File: config.mk
export PLATFORM = sky130hd
export DESIGN_NAME = ast_sram_ctrl
export DESIGN_NICKNAME = d
export VERILOG_FILES = /design/src/rtl/ast_pkg.sv /design/src/rtl/ast_axil_slave.sv /design/src/rtl/ast_sram_ctrl.sv /design/src/rtl/ast_strobe_timer.sv
export SDC_FILE = /design/constraint.sdc
export NUM_CORES = 1
export LEC_CHECK = 0
export ABC_CLOCK_PERIOD_IN_PS = 5900
export BUFFER_PORTS_ARGS = -buffer_cell sky130_fd_sc_hd__buf_2
export CORE_ASPECT_RATIO = 0.8
export CORE_MARGIN = 3
export CORE_UTILIZATION = 50
export CTS_CLUSTER_SIZE = 10
export DETAILED_ROUTE_END_ITERATION = 8
export PLACE_DENSITY = 0.71
export SYNTH_ARGS = -nofsm -noshare
export SYNTH_HDL_FRONTEND = slang
export SYNTH_HIERARCHICAL = 1
export SYNTH_SLANG_ARGS = --single-unit
File: constraint.sdc
create_clock -name i_clock -period 5.9 [get_ports i_clock]
set_input_delay 0.59 -clock i_clock [delete_from_list [all_inputs] [get_ports i_clock]]
set_output_delay 0.59 -clock i_clock [all_outputs]
set_load 0.1 [all_outputs]
File: src/rtl/ast_pkg.sv
// constants, field layout and types shared by the async sram controller
package ast_pkg;
    // register bus geometry
    localparam int unsigned AST_BUS_AW = 8;
    localparam int unsigned AST_BUS_DW = 32;
    // sram port geometry: 16384 words of 8 bits
    localparam int unsigned AST_SRAM_AW = 14;
    localparam int unsigned AST_SRAM_DW = 8;
    localparam int unsigned AST_SRAM_WORDS = 16384;
    // clock: one i_clock cycle is one half-period of the fast clock
    localparam int unsigned AST_CLK_PERIOD_NS = 8;
    // register byte offsets
    localparam logic [7:0] AST_OFS_CTRL = 8'h00;
    localparam logic [7:0] AST_OFS_ADDR = 8'h04;
    localparam logic [7:0] AST_OFS_WDATA = 8'h08;
    localparam logic [7:0] AST_OFS_CMD = 8'h0C;
    localparam logic [7:0] AST_OFS_STATUS = 8'h10;
    // control word fields
    localparam int unsigned AST_CTRL_MODE_LSB = 0;
    localparam int unsigned AST_CTRL_GATE_BIT = 2;
    localparam int unsigned AST_CTRL_DIV_LSB = 4;
    localparam int unsigned AST_CTRL_START_LSB = 8;
    localparam int unsigned AST_CTRL_LEN_LSB = 16;
    localparam int unsigned AST_CTRL_SOFT_BIT = 31;
    // command and status fields
    localparam int unsigned AST_CMD_WR_BIT = 0;
    localparam int unsigned AST_CMD_RD_BIT = 1;
    localparam int unsigned AST_STAT_BUSY_BIT = 0;
    localparam int unsigned AST_STAT_POS_BIT = 1;
    localparam int unsigned AST_STAT_RDATA_LSB = 8;
    // access modes
    localparam logic [1:0] AST_MODE_POS = 2'h0;
    localparam logic [1:0] AST_MODE_SAME = 2'h1;
    localparam logic [1:0] AST_MODE_GATE = 2'h2;
    // control reset values: divide 4, start 4 halves, length 2 halves
    localparam logic [3:0] AST_RST_DIV = 4'h4;
    localparam logic [7:0] AST_RST_START = 8'h04;
    localparam logic [7:0] AST_RST_LEN = 8'h02;
    localparam logic AST_RST_GATE = 1'b1;
    localparam logic [31:0] AST_RST_CTRL = (32'(AST_RST_LEN) << AST_CTRL_LEN_LSB)
        | (32'(AST_RST_START) << AST_CTRL_START_LSB) | (32'(AST_RST_DIV) << AST_CTRL_DIV_LSB)
        | (32'(AST_RST_GATE) << AST_CTRL_GATE_BIT) | 32'(AST_MODE_POS);
    // axi responses
    localparam logic [1:0] AST_RESP_OKAY = 2'h0;
    // sequencer states
    typedef enum logic [3:0] {
        AST_IDLE = 4'b0001,
        AST_PRE = 4'b0010,
        AST_ACT = 4'b0100,
        AST_POST = 4'b1000
    } ast_state_e;
endpackage

File: src/rtl/ast_axil_slave.sv
// axi4-lite slave front end: register write strobe and read mux port
`timescale 1ns/100ps
`default_nettype none
module ast_axil_slave
    import ast_pkg::*;
(
    input wire logic i_clock, // system clock
    input wire logic i_rst_n, // async reset, active low
    input wire logic i_awvalid, // write address valid
    output logic o_awready, // write address ready
    input wire logic [AST_BUS_AW-1:0] i_awaddr, // write address
    input wire logic i_wvalid, // write data valid
    output logic o_wready, // write data ready
    input wire logic [AST_BUS_DW-1:0] i_wdata, // write data
    input wire logic [3:0] i_wstrb, // write byte enables
    output logic o_bvalid, // write response valid
    input wire logic i_bready, // write response ready
    output logic [1:0] o_bresp, // write response
    input wire logic i_arvalid, // read address valid
    output logic o_arready, // read address ready
    input wire logic [AST_BUS_AW-1:0] i_araddr, // read address
    output logic o_rvalid, // read data valid
    input wire logic i_rready, // read data ready
    output logic [AST_BUS_DW-1:0] o_rdata, // read data
    output logic [1:0] o_rresp, // read response
    output logic o_wr_en, // register write strobe
    output logic [AST_BUS_AW-1:0] o_wr_addr, // register write address
    output logic [AST_BUS_DW-1:0] o_wr_data, // register write data
    output logic [3:0] o_wr_strb, // register byte enables
    output logic [AST_BUS_AW-1:0] o_rd_addr, // register read address
    input wire logic [AST_BUS_DW-1:0] i_rd_data // register read data
);
    logic aw_held_ff, w_held_ff, bvalid_ff, rvalid_ff;
    logic [AST_BUS_AW-1:0] awaddr_ff;
    logic [AST_BUS_DW-1:0] wdata_ff, rdata_ff;
    logic [3:0] wstrb_ff;
    wire aw_hs = i_awvalid & o_awready;
    wire w_hs = i_wvalid & o_wready;
    wire ar_hs = i_arvalid & o_arready;
    wire do_wr = aw_held_ff & w_held_ff & ~bvalid_ff;
    // each write channel is taken once, in either order
    assign o_awready = ~aw_held_ff;
    assign o_wready = ~w_held_ff;
    assign o_arready = ~rvalid_ff;
    assign o_bvalid = bvalid_ff;
    assign o_rvalid = rvalid_ff;
    assign o_bresp = AST_RESP_OKAY;
    assign o_rresp = AST_RESP_OKAY;
    assign o_rdata = rdata_ff;
    assign o_wr_en = do_wr;
    assign o_wr_addr = awaddr_ff;
    assign o_wr_data = wdata_ff;
    assign o_wr_strb = wstrb_ff;
    assign o_rd_addr = i_araddr;
    // write side: hold both halves, commit, then answer
    always_ff @(posedge i_clock or negedge i_rst_n) begin
        if (!i_rst_n) begin
            aw_held_ff <= 1'b0;
            w_held_ff <= 1'b0;
            bvalid_ff <= 1'b0;
            awaddr_ff <= '0;
            wdata_ff <= '0;
            wstrb_ff <= '0;
        end else begin
            if (aw_hs) begin
                aw_held_ff <= 1'b1;
                awaddr_ff <= i_awaddr;
            end
            if (w_hs) begin
                w_held_ff <= 1'b1;
                wdata_ff <= i_wdata;
                wstrb_ff <= i_wstrb;
            end
            if (do_wr) begin
                bvalid_ff <= 1'b1;
            end else if (bvalid_ff && i_bready) begin
                bvalid_ff <= 1'b0;
                aw_held_ff <= 1'b0;
                w_held_ff <= 1'b0;
            end
        end
    end
    // read side: data sampled at the address handshake
    always_ff @(posedge i_clock or negedge i_rst_n) begin
        if (!i_rst_n) begin
            rvalid_ff <= 1'b0;
            rdata_ff <= '0;
        end else if (ar_hs) begin
            rvalid_ff <= 1'b1;
            rdata_ff <= i_rd_data;
        end else if (i_rready) begin
            rvalid_ff <= 1'b0;
        end
    end
endmodule
`default_nettype wire

File: src/rtl/ast_sram_ctrl.sv
// async sram controller with positioned write strobe behind axi4-lite
//
// Chosen here: the placing of the registers and the AXI4-Lite slave port.
`timescale 1ns/100ps
`default_nettype none
// Overview of operation
// - strobe placed on fast-clock half-period steps
// - positioned strobe needs divide factor above one
// - strobe begins at start, lasts length
// - divide four, start four, length two: mid-cycle quarter strobe
// - half cycle setup, quarter cycle hold
// - same-rate clock uses several successive accesses
// - gated write enable in chosen half
// - 8-bit data, 16384 words, cs we oe
// - global reset restores sequencing and registers
// - global reset leaves memory contents untouched
// - active-high reset from pin or expression
// - current reset state exported for sub-blocks
module ast_sram_ctrl
    import ast_pkg::*;
(
    input wire logic i_clock, // one cycle per fast-clock half-period
    input wire logic i_rst_n, // async reset, active low
    input wire logic i_greset, // external global reset pin, active high
    output logic o_reset_state, // current global reset state
    input wire logic i_s_axi_awvalid, // axi write address valid
    output logic o_s_axi_awready, // axi write address ready
    input wire logic [AST_BUS_AW-1:0] i_s_axi_awaddr, // axi write address
    input wire logic i_s_axi_wvalid, // axi write data valid
    output logic o_s_axi_wready, // axi write data ready
    input wire logic [AST_BUS_DW-1:0] i_s_axi_wdata, // axi write data
    input wire logic [3:0] i_s_axi_wstrb, // axi byte enables
    output logic o_s_axi_bvalid, // axi write response valid
    input wire logic i_s_axi_bready, // axi write response ready
    output logic [1:0] o_s_axi_bresp, // axi write response
    input wire logic i_s_axi_arvalid, // axi read address valid
    output logic o_s_axi_arready, // axi read address ready
    input wire logic [AST_BUS_AW-1:0] i_s_axi_araddr, // axi read address
    output logic o_s_axi_rvalid, // axi read data valid
    input wire logic i_s_axi_rready, // axi read data ready
    output logic [AST_BUS_DW-1:0] o_s_axi_rdata, // axi read data
    output logic [1:0] o_s_axi_rresp, // axi read response
    output logic [AST_SRAM_AW-1:0] o_sram_addr, // sram address
    output logic [AST_SRAM_DW-1:0] o_sram_data, // sram data out
    input wire logic [AST_SRAM_DW-1:0] i_sram_data, // sram data in
    output logic o_sram_data_oe_n, // data drive enable, low drives
    output logic o_sram_cs_n, // chip select, active low
    output logic o_sram_we_n, // write enable, active low
    output logic o_sram_oe_n // output enable, active low
);
    // byte-lane merge of a bus write into a register word
    function automatic logic [31:0] ast_merge(input logic [31:0] old_w, input logic [31:0] new_w,
                                              input logic [3:0] strb);
        logic [31:0] res;
        res = old_w;
        for (int b = 0; b < 4; b++) begin
            if (strb[b]) begin
                res[b*8 +: 8] = new_w[b*8 +: 8];
            end
        end
        return res;
    endfunction

    logic [31:0] ctrl_ff;
    logic [AST_SRAM_AW-1:0] reg_addr_ff;
    logic [AST_SRAM_DW-1:0] reg_wdata_ff, rdata_ff;
    logic pend_wr_ff, pend_rd_ff, op_rd_ff;
    logic [1:0] op_mode_ff;
    ast_state_e state_ff, nxt_state;
    logic [AST_SRAM_AW-1:0] sram_addr_ff;
    logic [AST_SRAM_DW-1:0] sram_data_ff;
    logic cs_n_ff, we_n_ff, oe_n_ff, data_oe_n_ff;
    logic wr_en;
    logic [AST_BUS_AW-1:0] wr_addr, rd_addr;
    logic [31:0] wr_data, rd_data;
    logic [3:0] wr_strb;
    logic [7:0] cnt;
    logic sys_end, win_nxt, first_nxt;

    // global reset: external pin or internal soft-reset expression
    // the bus slave stays out of it so a soft-reset write is still answered
    wire grst = i_greset | ctrl_ff[AST_CTRL_SOFT_BIT];
    assign o_reset_state = grst;

    // control fields
    wire [1:0] ctrl_mode = ctrl_ff[AST_CTRL_MODE_LSB +: 2];
    wire ctrl_gate = ctrl_ff[AST_CTRL_GATE_BIT];
    wire [3:0] ctrl_div = ctrl_ff[AST_CTRL_DIV_LSB +: 4];
    wire [7:0] ctrl_start = ctrl_ff[AST_CTRL_START_LSB +: 8];
    wire [7:0] ctrl_len = ctrl_ff[AST_CTRL_LEN_LSB +: 8];

    // positioned strobe only with a real divide, else repeated access
    wire pos_ok = (ctrl_div > 4'h1);
    wire [1:0] eff_mode = (ctrl_mode == AST_MODE_SAME) ? AST_MODE_SAME :
                          (ctrl_mode == AST_MODE_GATE) ? AST_MODE_GATE :
                          pos_ok ? AST_MODE_POS : AST_MODE_SAME;

    // register decode
    wire is_idle = (state_ff == AST_IDLE);
    wire busy = pend_wr_ff | pend_rd_ff | ~is_idle;
    wire wr_ctrl = wr_en && (wr_addr == AST_OFS_CTRL);
    wire wr_addr_reg = wr_en && (wr_addr == AST_OFS_ADDR);
    wire wr_data_reg = wr_en && (wr_addr == AST_OFS_WDATA);
    wire wr_cmd = wr_en && (wr_addr == AST_OFS_CMD) && wr_strb[0] && !busy;
    wire [31:0] new_addr = ast_merge(32'(reg_addr_ff), wr_data, wr_strb);
    wire [31:0] new_wdata = ast_merge(32'(reg_wdata_ff), wr_data, wr_strb);
    wire [31:0] status_w = (32'(rdata_ff) << AST_STAT_RDATA_LSB)
                         | (32'(pos_ok) << AST_STAT_POS_BIT) | (32'(busy) << AST_STAT_BUSY_BIT);

    // read mux, unmapped offsets read zero
    assign rd_data = (rd_addr == AST_OFS_CTRL) ? ctrl_ff :
                     (rd_addr == AST_OFS_ADDR) ? 32'(reg_addr_ff) :
                     (rd_addr == AST_OFS_WDATA) ? 32'(reg_wdata_ff) :
                     (rd_addr == AST_OFS_STATUS) ? status_w : 32'h0000_0000;

    // commands start only on a system cycle boundary
    wire go_wr = is_idle & pend_wr_ff & sys_end;
    wire go_rd = is_idle & pend_rd_ff & ~pend_wr_ff & sys_end;
    wire go = go_wr | go_rd;
    wire [1:0] nxt_op_mode = go ? eff_mode : op_mode_ff;
    wire nxt_op_rd = go ? go_rd : op_rd_ff;

    // sequencer: pre-hold, access, post-hold cycles per mode
    always_comb begin
        nxt_state = state_ff;
        unique case (state_ff)
            AST_IDLE: begin
                if (go) begin
                    nxt_state = (eff_mode == AST_MODE_SAME) ? AST_PRE : AST_ACT;
                end
            end
            AST_PRE: begin
                if (sys_end) begin
                    nxt_state = AST_ACT;
                end
            end
            AST_ACT: begin
                if (sys_end) begin
                    nxt_state = (op_mode_ff == AST_MODE_POS) ? AST_IDLE : AST_POST;
                end
            end
            AST_POST: begin
                if (sys_end) begin
                    nxt_state = AST_IDLE;
                end
            end
            default: begin
                nxt_state = AST_IDLE;
            end
        endcase
    end

    // where the write strobe falls inside the access cycle
    // decoded one half-period ahead so the registered pins change on the edge
    wire we_slot = (nxt_op_mode == AST_MODE_POS) ? win_nxt :
                   (nxt_op_mode == AST_MODE_GATE) ? (first_nxt != ctrl_gate) :
                   1'b1;
    wire nxt_active = (nxt_state != AST_IDLE);
    wire nxt_cs_n = ~nxt_active;
    wire nxt_oe_n = ~(nxt_op_rd & nxt_active);
    wire nxt_we_n = ~(~nxt_op_rd & (nxt_state == AST_ACT) & we_slot);
    wire nxt_data_oe_n = ~(~nxt_op_rd & nxt_active);
    // read data is taken at the closing edge while oe is still low
    wire capture = op_rd_ff & sys_end &
                   (((state_ff == AST_ACT) & (op_mode_ff == AST_MODE_POS)) | (state_ff == AST_POST));

    // software registers; global reset restores them
    always_ff @(posedge i_clock or negedge i_rst_n) begin
        if (!i_rst_n) begin
            ctrl_ff <= AST_RST_CTRL;
            reg_addr_ff <= '0;
            reg_wdata_ff <= '0;
        end else if (grst) begin
            ctrl_ff <= AST_RST_CTRL;
            reg_addr_ff <= '0;
            reg_wdata_ff <= '0;
        end else begin
            if (wr_ctrl) begin
                ctrl_ff <= ast_merge(ctrl_ff, wr_data, wr_strb);
            end
            if (wr_addr_reg) begin
                reg_addr_ff <= new_addr[AST_SRAM_AW-1:0];
            end
            if (wr_data_reg) begin
                reg_wdata_ff <= new_wdata[AST_SRAM_DW-1:0];
            end
        end
    end

    // pending commands and latched operation
    always_ff @(posedge i_clock or negedge i_rst_n) begin
        if (!i_rst_n) begin
            pend_wr_ff <= 1'b0;
            pend_rd_ff <= 1'b0;
            op_rd_ff <= 1'b0;
            op_mode_ff <= AST_MODE_POS;
            state_ff <= AST_IDLE;
            rdata_ff <= '0;
        end else if (grst) begin
            pend_wr_ff <= 1'b0;
            pend_rd_ff <= 1'b0;
            op_rd_ff <= 1'b0;
            op_mode_ff <= AST_MODE_POS;
            state_ff <= AST_IDLE;
            rdata_ff <= '0;
        end else begin
            pend_wr_ff <= (pend_wr_ff & ~go_wr) | (wr_cmd & wr_data[AST_CMD_WR_BIT]);
            pend_rd_ff <= (pend_rd_ff & ~go_rd) | (wr_cmd & wr_data[AST_CMD_RD_BIT]);
            op_rd_ff <= nxt_op_rd;
            op_mode_ff <= nxt_op_mode;
            state_ff <= nxt_state;
            if (capture) begin
                rdata_ff <= i_sram_data;
            end
        end
    end

    // sram pins: all registered, idle during reset, memory untouched
    always_ff @(posedge i_clock or negedge i_rst_n) begin
        if (!i_rst_n) begin
            sram_addr_ff <= '0;
            sram_data_ff <= '0;
            cs_n_ff <= 1'b1;
            we_n_ff <= 1'b1;
            oe_n_ff <= 1'b1;
            data_oe_n_ff <= 1'b1;
        end else if (grst) begin
            sram_addr_ff <= '0;
            sram_data_ff <= '0;
            cs_n_ff <= 1'b1;
            we_n_ff <= 1'b1;
            oe_n_ff <= 1'b1;
            data_oe_n_ff <= 1'b1;
        end else begin
            if (go) begin
                sram_addr_ff <= reg_addr_ff;
                sram_data_ff <= reg_wdata_ff;
            end
            cs_n_ff <= nxt_cs_n;
            we_n_ff <= nxt_we_n;
            oe_n_ff <= nxt_oe_n;
            data_oe_n_ff <= nxt_data_oe_n;
        end
    end

    assign o_sram_addr = sram_addr_ff;
    assign o_sram_data = sram_data_ff;
    assign o_sram_cs_n = cs_n_ff;
    assign o_sram_we_n = we_n_ff;
    assign o_sram_oe_n = oe_n_ff;
    assign o_sram_data_oe_n = data_oe_n_ff;

    // register bus front end
    ast_axil_slave u_bus (
        .i_clock(i_clock),
        .i_rst_n(i_rst_n),
        .i_awvalid(i_s_axi_awvalid),
        .o_awready(o_s_axi_awready),
        .i_awaddr(i_s_axi_awaddr),
        .i_wvalid(i_s_axi_wvalid),
        .o_wready(o_s_axi_wready),
        .i_wdata(i_s_axi_wdata),
        .i_wstrb(i_s_axi_wstrb),
        .o_bvalid(o_s_axi_bvalid),
        .i_bready(i_s_axi_bready),
        .o_bresp(o_s_axi_bresp),
        .i_arvalid(i_s_axi_arvalid),
        .o_arready(o_s_axi_arready),
        .i_araddr(i_s_axi_araddr),
        .o_rvalid(o_s_axi_rvalid),
        .i_rready(i_s_axi_rready),
        .o_rdata(o_s_axi_rdata),
        .o_rresp(o_s_axi_rresp),
        .o_wr_en(wr_en),
        .o_wr_addr(wr_addr),
        .o_wr_data(wr_data),
        .o_wr_strb(wr_strb),
        .o_rd_addr(rd_addr),
        .i_rd_data(rd_data)
    );

    // half-period framing of each system cycle
    ast_strobe_timer u_timer (
        .i_clock(i_clock),
        .i_rst_n(i_rst_n),
        .i_restart(grst),
        .i_div(ctrl_div),
        .i_start(ctrl_start),
        .i_len(ctrl_len),
        .o_cnt(cnt),
        .o_last(sys_end),
        .o_win_nxt(win_nxt),
        .o_first_nxt(first_nxt)
    );
endmodule
`default_nettype wire

File: src/rtl/ast_strobe_timer.sv
// half-period counter that frames the system cycle and the strobe window
`timescale 1ns/100ps
`default_nettype none
module ast_strobe_timer (
    input wire logic i_clock, // one cycle per fast-clock half-period
    input wire logic i_rst_n, // async reset, active low
    input wire logic i_restart, // global reset, restarts the count
    input wire logic [3:0] i_div, // fast cycles per system cycle
    input wire logic [7:0] i_start, // strobe start in half-periods
    input wire logic [7:0] i_len, // strobe length in half-periods
    output logic [7:0] o_cnt, // half-periods since system edge
    output logic o_last, // last half-period of the system cycle
    output logic o_win_nxt, // next half-period lies in the window
    output logic o_first_nxt // next half-period lies in first half
);
    logic [7:0] cnt_ff;
    wire [3:0] div_eff = (i_div == 4'h0) ? 4'h1 : i_div;
    wire [7:0] last_half = {3'h0, div_eff, 1'b0} - 8'h01;
    wire [7:0] nxt_cnt = (i_restart || o_last) ? 8'h00 : cnt_ff + 8'h01;
    wire [8:0] win_end = {1'b0, i_start} + {1'b0, i_len};
    // count restarts at every system edge
    assign o_cnt = cnt_ff;
    assign o_last = (cnt_ff >= last_half);
    assign o_win_nxt = (nxt_cnt >= i_start) && ({1'b0, nxt_cnt} < win_end);
    assign o_first_nxt = (nxt_cnt < {4'h0, div_eff});
    always_ff @(posedge i_clock or negedge i_rst_n) begin
        if (!i_rst_n) begin
            cnt_ff <= 8'h00;
        end else begin
            cnt_ff <= nxt_cnt;
        end
    end
endmodule
`default_nettype wire

### After elaboration in Yosys (flattened, before gate mapping)

Cells that the tools add are included.

* output and inout bits: 68
* memory bits (writable): 0
* ROM bits: 0
* logic and storage cells: 185
* bits of input ports: 68
* latch bits: 0
* flip-flop bits (word level): 185
* memories kept: 0

* multiply operators: 0
* bitwise logic cells: 43
* mux-type cells: 56
* shift-type cells: 0
* magnitude comparators: 5
* reductions and logical operators: 33
* add/subtract/negate cells: 3
* eq/ne operators: 17
* div/mod/pow operators: 0

Operators with widths (number)
* two-way mux 32 bit: 3
* two-way mux 8 bit: 11
* two-way mux 14 bit: 4
* two-way mux 16 bit: 3
* two-way mux 4 bit: 7
* equality test 8 x 4 -> 1 bit (second input constant): 3
* nonzero test 2 bit: 11
* bitwise AND 1 bit: 21
* two-way mux 1 bit: 21
* equality test 8 x 3 -> 1 bit (second input constant): 2
* >= comparator 8 bit: 2
* zero test 8 bit: 2
* bitwise OR 16 x 1 -> 16 bit: 1
* bitwise OR 16 x 2 -> 16 bit: 1
* one-hot mux 4 bit (4 select lines): 1
* AND reduction 2 bit: 7
* NOT 1 bit: 13
* adder 8 x 8 -> 9 bit: 1
* less-than comparator 8 x 9 -> 1 bit: 1
* adder 8 x 1 -> 8 bit (second input constant): 1
* equality test 4 x 3 -> 1 bit (second input constant): 2
* equality test 8 x 5 -> 1 bit (second input constant): 1
* logical AND 1 bit: 8
* less-than comparator 8 x 4 -> 1 bit: 1
* other kinds (17): 29

### Logic depth before layout (Yosys ltp)

Gate-level depths: netlist of the first run.

* depth after elaboration: 13
* mapped depth: 19
* mapped depth without buffers: 18

### By module

The synthesis of the first run kept the hierarchy.

By module, submodules not included
* ast_sram_ctrl: seq. area each 2438.6 um2, area each 4513.1 um2, cells an instance 475, times used 1
* ast_axil_slave: seq. area each 2001.9 um2, area each 3260.6 um2, cells an instance 192, times used 1
* ast_strobe_timer: seq. area each 200.2 um2, area each 1308.8 um2, cells an instance 158, times used 1

### Worst setup path before layout of the first run

No wires, ideal clock.

* path kind: input -> register
* start point: input i_greset
* end point: register we_n_ff (netlist: o_sram_we_n)
* setup slack: 1.640 ns
* required time: 5.818 ns
* data arrival time: 4.179 ns
* buffers on the path: 2
* setup time: 0.082 ns
* stages: 15
* cells stage by stage: nor2_1 > inv_2 > clkbuf_1 > or2_2 > or3_4 > buf_2 > nor2_1 > ha_1 > a21boi_0 > o21ai_0 > a21oi_1 > nor4_1 > xor2_1 > mux2i_1 > a211o_1

* cells in the longest elaborated chain, start to end: 10
* elaborated cells on any way between the ends: 13
* those cells by class: 3 x order compare; 1 x eq/ne; 4 x mux; 3 x bitwise; 2 x reduce/logical

RTL lines
* start, declared: RTL line ast_sram_ctrl.sv:24 `input wire logic i_greset,`
* bitwise OR 1 bit: RTL line ast_sram_ctrl.sv:82 `wire grst = i_greset | ctrl_ff[AST_CTRL_SOFT_BIT];`
* named net o_reset_state: RTL line ast_sram_ctrl.sv:25 `output logic o_reset_state,`
* logical OR 1 bit: RTL line ast_strobe_timer.sv:19 `wire [7:0] nxt_cnt = (i_restart || o_last) ? 8'h00 : cnt_ff + 8'h01;`
* two-way mux 8 bit: RTL line ast_strobe_timer.sv:19
* named net u_timer.nxt_cnt[1]: RTL line ast_strobe_timer.sv:19
* less-than comparator 8 x 4 -> 1 bit: RTL line ast_strobe_timer.sv:25 `assign o_first_nxt = (nxt_cnt < {4'h0, div_eff});`
* named net first_nxt: RTL line ast_sram_ctrl.sv:78 `logic sys_end, win_nxt, first_nxt;`
* != test 1 bit: RTL line ast_sram_ctrl.sv:156 `(nxt_op_mode == AST_MODE_GATE) ? (first_nxt != ctrl_gate) :`
* two-way mux 1 bit: RTL line ast_sram_ctrl.sv:156
* two-way mux 1 bit: RTL line ast_sram_ctrl.sv:155 `wire we_slot = (nxt_op_mode == AST_MODE_POS) ? win_nxt :`
* bitwise AND 1 bit: RTL line ast_sram_ctrl.sv:161 `wire nxt_we_n = ~(~nxt_op_rd & (nxt_state == AST_ACT) & we_slot);`
* NOT 1 bit: RTL line ast_sram_ctrl.sv:161
* two-way mux 1 bit: RTL line ast_sram_ctrl.sv:227 `end else if (grst) begin`
* end signal, assigned: RTL line ast_sram_ctrl.sv:240 `we_n_ff <= nxt_we_n;`
* end, declared: RTL line ast_sram_ctrl.sv:72 `logic cs_n_ff, we_n_ff, oe_n_ff, data_oe_n_ff;`

The timed path passes the listed nets, and every way through them passes these cells.
A chain may end at the register's enable or synchronous reset.

### Final worst setup path of the first run

* start point: register ctrl_ff[6]
* end point: register we_n_ff (netlist: o_sram_we_n)

* cells in the longest elaborated chain, start to end: 13
* elaborated cells on any way between the ends: 37
* those cells by class: 1 x add/sub; 5 x order compare; 4 x eq/ne; 16 x mux; 7 x bitwise; 4 x reduce/logical

RTL lines
* start, declared: RTL line ast_sram_ctrl.sv:64 `logic [31:0] ctrl_ff;`
* start signal, assigned: RTL line ast_sram_ctrl.sv:179 `ctrl_ff <= ast_merge(ctrl_ff, wr_data, wr_strb);`
* zero test 4 bit: RTL line ast_strobe_timer.sv:17 `wire [3:0] div_eff = (i_div == 4'h0) ? 4'h1 : i_div;`
* two-way mux 4 bit *: RTL line ast_strobe_timer.sv:17
* subtractor 5 x 1 -> 6 bit *: RTL line ast_strobe_timer.sv:18 `wire [7:0] last_half = {3'h0, div_eff, 1'b0} - 8'h01;`
* >= comparator 8 bit *: RTL line ast_strobe_timer.sv:23 `assign o_last = (cnt_ff >= last_half);`
* logical OR 1 bit *: RTL line ast_strobe_timer.sv:19
* two-way mux 8 bit *: RTL line ast_strobe_timer.sv:19
* named net u_timer.nxt_cnt[1]: RTL line ast_strobe_timer.sv:19
* less-than comparator 8 x 4 -> 1 bit *: RTL line ast_strobe_timer.sv:25
* named net first_nxt: RTL line ast_sram_ctrl.sv:78
* != test 1 bit *: RTL line ast_sram_ctrl.sv:156
* two-way mux 1 bit *: RTL line ast_sram_ctrl.sv:156
* two-way mux 1 bit *: RTL line ast_sram_ctrl.sv:155
* bitwise AND 1 bit *: RTL line ast_sram_ctrl.sv:161
* NOT 1 bit *: RTL line ast_sram_ctrl.sv:161
* two-way mux 1 bit *: RTL line ast_sram_ctrl.sv:227

Mark *: on every way through the listed nets, which the timed path passes. The rest lies on a longest branch.

==> impl_metrics.yaml, run 1 <==
run_status:
  run_status: "completed"
power_and_ir_drop:
  power_uw: 3330
  static-leakage-power_uw: 0.00527
  cellPowerDensity_mw_per_mm2: 321
  vdd_ir_drop_max_uv: 289
timing:
  final.period_utilization_pct: 74.7
  timing.slew.headroom_pct: 27.8
  worstMarginPinSlew_ns: 1.08
  count_of_final_setup_violators: 0
  timing.clock.skew_ns: 0.0104
  fin_hold_ws_ns: 0.136
  timing.final.crit_period_ns: 4.41
  fmax_mhz: 227
  smallest_setup_slack_after_layout_ns: 1.49
  report.final.hold_viol_count: 0
  grt_setup_unrepaired: "false"
  tns_ns: 0
  timing_max_transition_violations_final: 0
clocking:
  tritoncts_num_sinks: 185
  cts_tree: "done"
  tritoncts.num_buffers: 17
  holdBufCountCts: 0
  clk_latency_ns: 0.43
  postCtsSetupRepairBufs: 0
  ctsLongestPathBuffers: 2
  cts.repair.resized: 0
  h-tree-depth: 4
  clkTransAtPathRegs_ns: 0.07
  cts.root.buffer_cell: "sky130_fd_sc_hd__clkbuf_16"
drt:
  routed_wl_microns: 21800
  ant_nets: 0
  via_per_inst: 5.60
  drtIter0Drc: 490
  first_pass_iters: 5
  post-route-drc-count: 0
  vias: 6558
  post_drt_wl_per_cell_microns: 18.6
floorplan:
  std_cell_rows: 43
  num_io_pins: 136
  core_region_area_sq_mm: 0.0176
  initial_utilization_pct: 51.6
  die-area_sq_mm: 0.0198
  die_h_microns: 127
  horizontal_extent_of_the_die_microns: 157
logic_synthesis:
  postSynthCellCount: 825
  synth_warnings: 6
  synth.area.top_cells: "sky130_fd_sc_hd__dfrtp_1 (48%), sky130_fd_sc_hd__mux2_2 (5.1%), sky130_fd_sc_hd__mux2_4 (5.0%)"
  synth.top_cell.area_share_pct: 48.5
  yosysUniqueCellTypes: 69
  mappedNetlistArea_sq_mm: 0.00908
  synthFlopType: "sky130_fd_sc_hd__dfrtp_1"
  synth_async_sr_flop_share_pct: 100
  ys_seq_elements: 185
  seq_area_frac_synth_pct: 51.1
  yosys.area.top_type: "sky130_fd_sc_hd__dfrtp_1"
  synth-edff-count: 0
  syn-mean-instance-area_sq_um: 11.0
final_layout:
  drive_above_1_share_pct: 28.0
  nNetsFinal: 1034
  final.fill_count: 1506
  antenna_diodes: 0
  layout-area-overhead-vs-synth_pct: 14.2
placed_design:
  port-buffer-count: 131
  pre_cts_slack_ns: 1.64
  globalplace.congestion: 0.871
  place_hpwl_microns: 15400
worst_setup_path:
  timing.rr.start: "ctrl_ff[6]$_DFFE_PN1P_"
  criticalPathCategory: "reg2reg"
  standard_cell_with_the_maximum_stage_delay_on_the_critical_path: "sky130_fd_sc_hd__dfstp_2"
  critPathMostFrequentCell: "sky130_fd_sc_hd__ha_1"
  regToRegSetupSlack_ns: 1.49
  crit_fanout: 14
  end_kind: "flop"
  critPathLaunchType: "flop"
  startpoint: "ctrl_ff[6]$_DFFE_PN1P_"
  required_time_worst_endpoint_ns: 6.25
  worstPathCellList: "nor3_1 -> nor2_1 -> ha_1 -> nand2_1 -> ha_1 -> a211oi_2 -> o22ai_1 -> or3_4 -> nor2_1 -> ha_1 -> a21boi_0 -> o21ai_0 -> a21oi_1 -> nor4_1 -> xor2_1 -> mux2i_1 -> a211o_1"
  critical-path-max-stage-delay_ns: 0.63
  crit_arrival_ns: 4.75
flow_run:
  maxCapViolations: 0
grt:
  grt_first_pass_wirelength_microns: 35500
  grt_max_degree: 88
  total_global_routing_track_utilization_pct: 22.9
  grt_antenna_before_repair: 0
  first_global_vias: 6441
  grt-ovfl-total: 0
worst_hold_path:
  worst_hold_path_type: "in2async"
area by class of cell:
class                   instances  area [sq um]  share of cell area [%]
clock buffers                  20           447                    4.31
clock inverters                12           161                    1.56
inverters                      29           109                    1.05
multi-input cells             562          4010                    38.7
flip-flops and latches        185          4640                    44.7
well taps                     225           282                    2.71
repair buffers                139           722                    6.96
registers in the layout, summed over array words and instances (netlist names), 2 cells and up:
signal           cells
state_ff             4
o_sram_data          8
u_bus/o_wr_addr      8
reg_addr_ff         14
reg_wdata_ff         8
rdata_ff             8
u_bus/o_wr_strb      4
op_mode_ff           2
ctrl_ff             32
u_timer/o_cnt        8
o_sram_addr         14
u_bus/o_rdata       32
u_bus/o_wr_data     32
stage by stage:
stage / instance area, sq um / cells / util, %
3_3_place_gp: 9760 / 1140 / 55.5
2_1_floorplan: 9090 / 828 / -
4_1_cts: 10400 / 1172 / 59.0
3_5_place_dp: 9760 / 1140 / 55.5
5_1_grt: 10400 / 1172 / 59.0
6_report: 10400 / 1172 / 59.0
cells in the mapped netlist (9+ instances only):
master / count
sky130_fd_sc_hd__buf_4: 12
sky130_fd_sc_hd__nand2_1: 93
sky130_fd_sc_hd__dfstp_2: 9
sky130_fd_sc_hd__nor2_1: 71
sky130_fd_sc_hd__clkbuf_1: 26
sky130_fd_sc_hd__a22oi_1: 10
sky130_fd_sc_hd__nand3_1: 32
sky130_fd_sc_hd__mux2i_1: 40
sky130_fd_sc_hd__mux2_2: 41
sky130_fd_sc_hd__o21ai_0: 13
sky130_fd_sc_hd__mux2_4: 30
sky130_fd_sc_hd__inv_1: 28
sky130_fd_sc_hd__and2_1: 18
sky130_fd_sc_hd__dfrtp_1: 176
sky130_fd_sc_hd__a21oi_1: 59
sky130_fd_sc_hd__ha_1: 31
worst paths after layout:
| check | endpoint | cells after the start |
|---|---|---|
| max | o_sram_we_n$_DFF_PN1_ | 17 |
| min | u_bus/o_rdata[27]$_DFFE_PN0P_ | 1 |
| max in group asynchronous | u_bus/o_wr_data[16]$_DFFE_PN0P_ | 2 |
| min reg2reg | u_bus/o_rdata[27]$_DFFE_PN0P_ | 1 |
| max reg2reg | o_sram_we_n$_DFF_PN1_ | 17 |
| min in group i_clock | u_bus/o_rvalid$_DFFE_PN0P_ | 2 |
power breakdown:
part / total [uW] / leakage (uW) / switching, uW / internal, uW
combinational: 526 / 0.00253 / 259 / 267
clock: 1180 / 0.000294 / 499 / 686
sequential: 1620 / 0.00244 / 182 / 1440
total: 3330 / 0.00527 / 940 / 2390
critical path: cells and delay by family, from the launching register on:
family | cells | cell delay (ns)
adder cells (fa/ha/maj) | 3 | 0.85
flip-flops | 1 | 0.63
AND/OR/NAND/NOR | 6 | 1.42
AO/OA/AOI/OAI | 6 | 1.08
multiplexers | 1 | 0.10
XOR/XNOR | 1 | 0.22
kinds of logic after synthesis:
| logic type | Yosys count | share of synthesized area [%] |
|---|---|---|
| xor+xnor | 14 | 1.35 |
| flops | 185 | 51.1 |
| other cells | 1 | 0.0413 |
| fa+ha+maj | 34 | 4.71 |
| buf+inv | 81 | 5.00 |
| simple gates | 267 | 13.8 |
| mux | 116 | 15.1 |
| compound gates | 127 | 8.97 |
layer usage:
metal	global-route usage, %	routed length, microns	vias to the layer above
li1	-	-	3087
met2	33.4	9880	168
met1	35.1	10600	3286
met3	4.95	1100	17
met5	0	0	-
met4	5.25	235	0
placed cells by master, fill, tap and decap left out, types with 8 or more instances in the layout:
cell type / count
sky130_fd_sc_hd__dfrtp_1: 176
sky130_fd_sc_hd__buf_2: 130
sky130_fd_sc_hd__nand2_1: 93
sky130_fd_sc_hd__nor2_1: 71
sky130_fd_sc_hd__a21oi_1: 59
sky130_fd_sc_hd__mux2_2: 41
sky130_fd_sc_hd__mux2i_1: 40
sky130_fd_sc_hd__nand3_1: 32
sky130_fd_sc_hd__ha_1: 31
sky130_fd_sc_hd__mux2_4: 30
sky130_fd_sc_hd__inv_1: 28
sky130_fd_sc_hd__and2_1: 18
sky130_fd_sc_hd__clkbuf_16: 17
sky130_fd_sc_hd__o21ai_0: 13
sky130_fd_sc_hd__a22oi_1: 10
sky130_fd_sc_hd__dfstp_2: 9
sky130_fd_sc_hd__and3_1: 8
sky130_fd_sc_hd__a222oi_1: 8
sky130_fd_sc_hd__buf_4: 8
sky130_fd_sc_hd__xnor2_1: 8
(Power assumes the default switching activity.)
==> run 2: changes to the inputs <==
--- a/config.mk
+++ b/config.mk
@@ -5,14 +5,15 @@
 export SDC_FILE = /design/constraint.sdc
 export NUM_CORES = 1
 export LEC_CHECK = 0
-export ABC_CLOCK_PERIOD_IN_PS = 5900
+export ABC_AREA = 1
+export ABC_CLOCK_PERIOD_IN_PS = 3600
 export BUFFER_PORTS_ARGS = -buffer_cell sky130_fd_sc_hd__buf_2
 export CORE_ASPECT_RATIO = 0.8
 export CORE_MARGIN = 3
 export CORE_UTILIZATION = 50
 export CTS_CLUSTER_SIZE = 10
 export DETAILED_ROUTE_END_ITERATION = 8
-export PLACE_DENSITY = 0.71
+export PLACE_DENSITY = 0.74
 export SYNTH_ARGS = -nofsm -noshare
 export SYNTH_HDL_FRONTEND = slang
 export SYNTH_HIERARCHICAL = 1
==> constraint.sdc (replaced) <==
create_clock -name i_clock -period 3.6 [get_ports i_clock]
set_input_delay 0.36 -clock i_clock [delete_from_list [all_inputs] [get_ports i_clock]]
set_output_delay 0.36 -clock i_clock [all_outputs]
set_load 0.1 [all_outputs]
==> impl_metrics.yaml, run 2 <==
power_and_ir_drop:
  power_uw: 6280
  cellPowerDensity_mw_per_mm2: 579
  vdd_ir_drop_max_uv: 447
  static-leakage-power_uw: 0.00583
grt:
  first_global_vias: 7273
  total_global_routing_track_utilization_pct: 22.2
  grt_first_pass_wirelength_microns: 36700
  grt-ovfl-total: 0
  grt_max_degree: 99
  grt_antenna_before_repair: 0
logic_synthesis:
  synth.area.top_cells: "sky130_fd_sc_hd__dfrtp_1 (46%), sky130_fd_sc_hd__nand2_1 (14%), sky130_fd_sc_hd__nand3_1 (7.0%)"
  mappedNetlistArea_sq_mm: 0.00948
  ys_seq_elements: 185
  yosys-top-cells-count: "sky130_fd_sc_hd__nand2_1 (359), sky130_fd_sc_hd__dfrtp_1 (176), sky130_fd_sc_hd__nand3_1 (132)"
  synth-edff-count: 0
  post-synth-top-count-cell: "sky130_fd_sc_hd__nand2_1"
  seq_area_frac_synth_pct: 49.0
  yosys.area.top_type: "sky130_fd_sc_hd__dfrtp_1"
  synth_warnings: 6
  postSynthCellCount: 1131
  syn-mean-instance-area_sq_um: 8.38
  yosysUniqueCellTypes: 51
  synth_async_sr_flop_share_pct: 100
  synth.top_cell.area_share_pct: 46.5
  synthFlopType: "sky130_fd_sc_hd__dfrtp_1"
drt:
  drt-met1-wl_microns: 10700
  ant_nets: 0
  top_layer: "met4"
  post_drt_wl_per_cell_microns: 15.2
  first_pass_iters: 5
  vias: 7711
  wl_met2_microns: 10200
  routed_wl_microns: 22900
  post-route-drc-count: 0
  met3RoutedLength_microns: 1340
  via_per_inst: 5.12
  drtIter0Drc: 545
placed_design:
  port-buffer-count: 131
  globalplace.congestion: 0.881
  place_hpwl_microns: 16600
floorplan:
  die_h_microns: 129
  core_region_area_sq_mm: 0.0184
  die-area_sq_mm: 0.0207
  horizontal_extent_of_the_die_microns: 160
  initial_utilization_pct: 51.5
  num_io_pins: 136
  std_cell_rows: 44
timing:
  timing_max_transition_violations_final: 0
  timing.final.crit_period_ns: 3.38
  timing.slew.headroom_pct: 43.5
  fmax_mhz: 296
  final.period_utilization_pct: 94.0
  grt_setup_unrepaired: "true"
  worstMarginPinSlew_ns: 0.848
  count_of_final_setup_violators: 0
  report.final.hold_viol_count: 0
  timing.clock.skew_ns: 0.0142
clocking:
  ctsLongestPathBuffers: 2
  tritoncts.num_buffers: 17
  clk_latency_ns: 0.44
  cts.root.buffer_cell: "sky130_fd_sc_hd__clkbuf_16"
  clkTransAtPathRegs_ns: 0.07
  h-tree-depth: 4
  tritoncts_num_sinks: 185
  cts_tree: "done"
worst_setup_path:
  required_time_worst_endpoint_ns: 3.95
  end_kind: "flop"
  criticalPathCategory: "reg2reg"
  crit_fanout: 5
  crit_arrival_ns: 3.73
  critPathLaunchType: "flop"
final_layout:
  mostFrequentLayoutCell: "sky130_fd_sc_hd__nand2_1"
  multi_input_comb_area_sq_mm: 0.00410
  antenna_diodes: 0
  final.fill_count: 1663
  finalCoreUtilization_pct: 59.0
  mostFrequentLayoutCells: "sky130_fd_sc_hd__nand2_1 (359), sky130_fd_sc_hd__dfrtp_1 (175), sky130_fd_sc_hd__nand3_1 (131)"
  layout-area-overhead-vs-synth_pct: 14.4
  seq_area_sq_mm: 0.00464
  drive_above_1_share_pct: 21.7
  nNetsFinal: 1341
flow_run:
  maxCapViolations: 0
worst_hold_path:
  worst_hold_path_type: "in2reg"
run_status:
  run_status: "completed"
==> run 2: cell count changes after synthesis, sizes merged, moves of 8 or more <==
cell / previous run / this run
and2: 19 / 0
nand2: 93 / 378
mux2: 76 / 0
buf: 25 / 49
mux2i: 40 / 0
a222oi: 8 / 0
inv: 29 / 111
a21oi: 60 / 38
nor2b: 8 / 0
o21ai: 13 / 76
nand3: 32 / 135
clkbuf: 27 / 4
==> run 2: critical path, stage by stage, from the launching register on <==
cell,delay (ns)
sky130_fd_sc_hd__dfstp_2,0.55
sky130_fd_sc_hd__nor2_2,0.05
sky130_fd_sc_hd__a21oi_2,0.16
sky130_fd_sc_hd__ha_2,0.22
sky130_fd_sc_hd__nand2_1,0.10
sky130_fd_sc_hd__ha_1,0.34
sky130_fd_sc_hd__nand2_2,0.12
sky130_fd_sc_hd__inv_2,0.06
sky130_fd_sc_hd__nand2_1,0.06
sky130_fd_sc_hd__nand2_1,0.07
sky130_fd_sc_hd__a21oi_4,0.18
sky130_fd_sc_hd__nand2_4,0.10
sky130_fd_sc_hd__inv_2,0.08
sky130_fd_sc_hd__nand3_2,0.10
sky130_fd_sc_hd__inv_2,0.09
sky130_fd_sc_hd__ha_1,0.24
sky130_fd_sc_hd__inv_1,0.06
sky130_fd_sc_hd__nor2_1,0.05
sky130_fd_sc_hd__o211ai_1,0.17
sky130_fd_sc_hd__nand2_1,0.09
sky130_fd_sc_hd__a21oi_2,0.16
sky130_fd_sc_hd__nand3_1,0.09
sky130_fd_sc_hd__nand3_1,0.08
sky130_fd_sc_hd__nand3_1,0.07
==> run 2: final cells by class <==
type,count,share of cell area [%]
Sequential cell,185,42.8
Multi-Input combinational cell,785,37.9
Timing Repair Buffer,141,6.94
Clock buffer,19,4.09
Inverter,111,3.84
Tap cell,253,2.92
Clock inverter,13,1.55
==> run 2: path summary, 6_finish.rpt <==
check,startpoint,end,slack (ns),cells after the start
max,ctrl_ff[6]$_DFFE_PN1P_,o_sram_we_n$_DFF_PN1_,0.22,23
min,i_s_axi_rready,u_bus/o_rvalid$_DFFE_PN0P_,0.13,2
max reg2reg,ctrl_ff[6]$_DFFE_PN1P_,o_sram_we_n$_DFF_PN1_,0.22,23
min reg2reg,o_sram_addr[7]$_DFFE_PN0P_,o_sram_addr[7]$_DFFE_PN0P_,0.46,2
max in group asynchronous,i_rst_n,ctrl_ff[10]$_DFFE_PN1P_,2.29,3
min in group asynchronous,i_rst_n,state_ff[1]$_DFF_PN0_,0.42,2
==> run 2: what timing repair did <==
item | in CTS | in global routing
pin swaps | 0 | 3
buffers inserted | 0 | 2
hold buffers | 1 | 0
endpoints found under the setup margin | 1 | 23
endpoints found under the hold margin | 45 | 0
resized for setup | 1 | 13
==> run 2: report_power, final <==
part,total (uW),internal [uW],switching (uW)
logic,1560,486,1080
clock network,1950,1120,831
registers,2770,2440,324
total,6280,4050,2230
==> run 2: per-layer routing <==
metal  track usage (%)  up-vias
met1              30.8     3578
met5                 0        -
met2              35.2      246
li1                  -     3850
met4              7.40        0
met3              4.83       37
==> run 2: through the flow <==
step	hold slack, ns	setup TNS [ns]	cell area (sq um)	cells	setup slack (ns)
final	0.126	0	10800	1507	0.217
after global routing	0.0995	-0.0353	10800	1507	-0.0353
after CTS	0.0994	0	10800	1505	0.0627
after detailed placement	0.328	-0.000845	10200	1472	-0.000845
after global placement	0.327	0	10200	1472	0.253
after floorplan	0.0644	0	9490	1134	0.371
==> run 2: logic make-up (layout without fill, tap and decap cells) <==
kind of cell,count (synthesis),in the layout,synth area share [%]
compound gates,135,135,9.24
xor+xnor,8,8,0.739
fa+ha+maj,32,32,4.30
buf+inv,164,284,8.36
flops,185,185,49.0
other cells,1,4,0.0396
simple gates,606,606,28.4
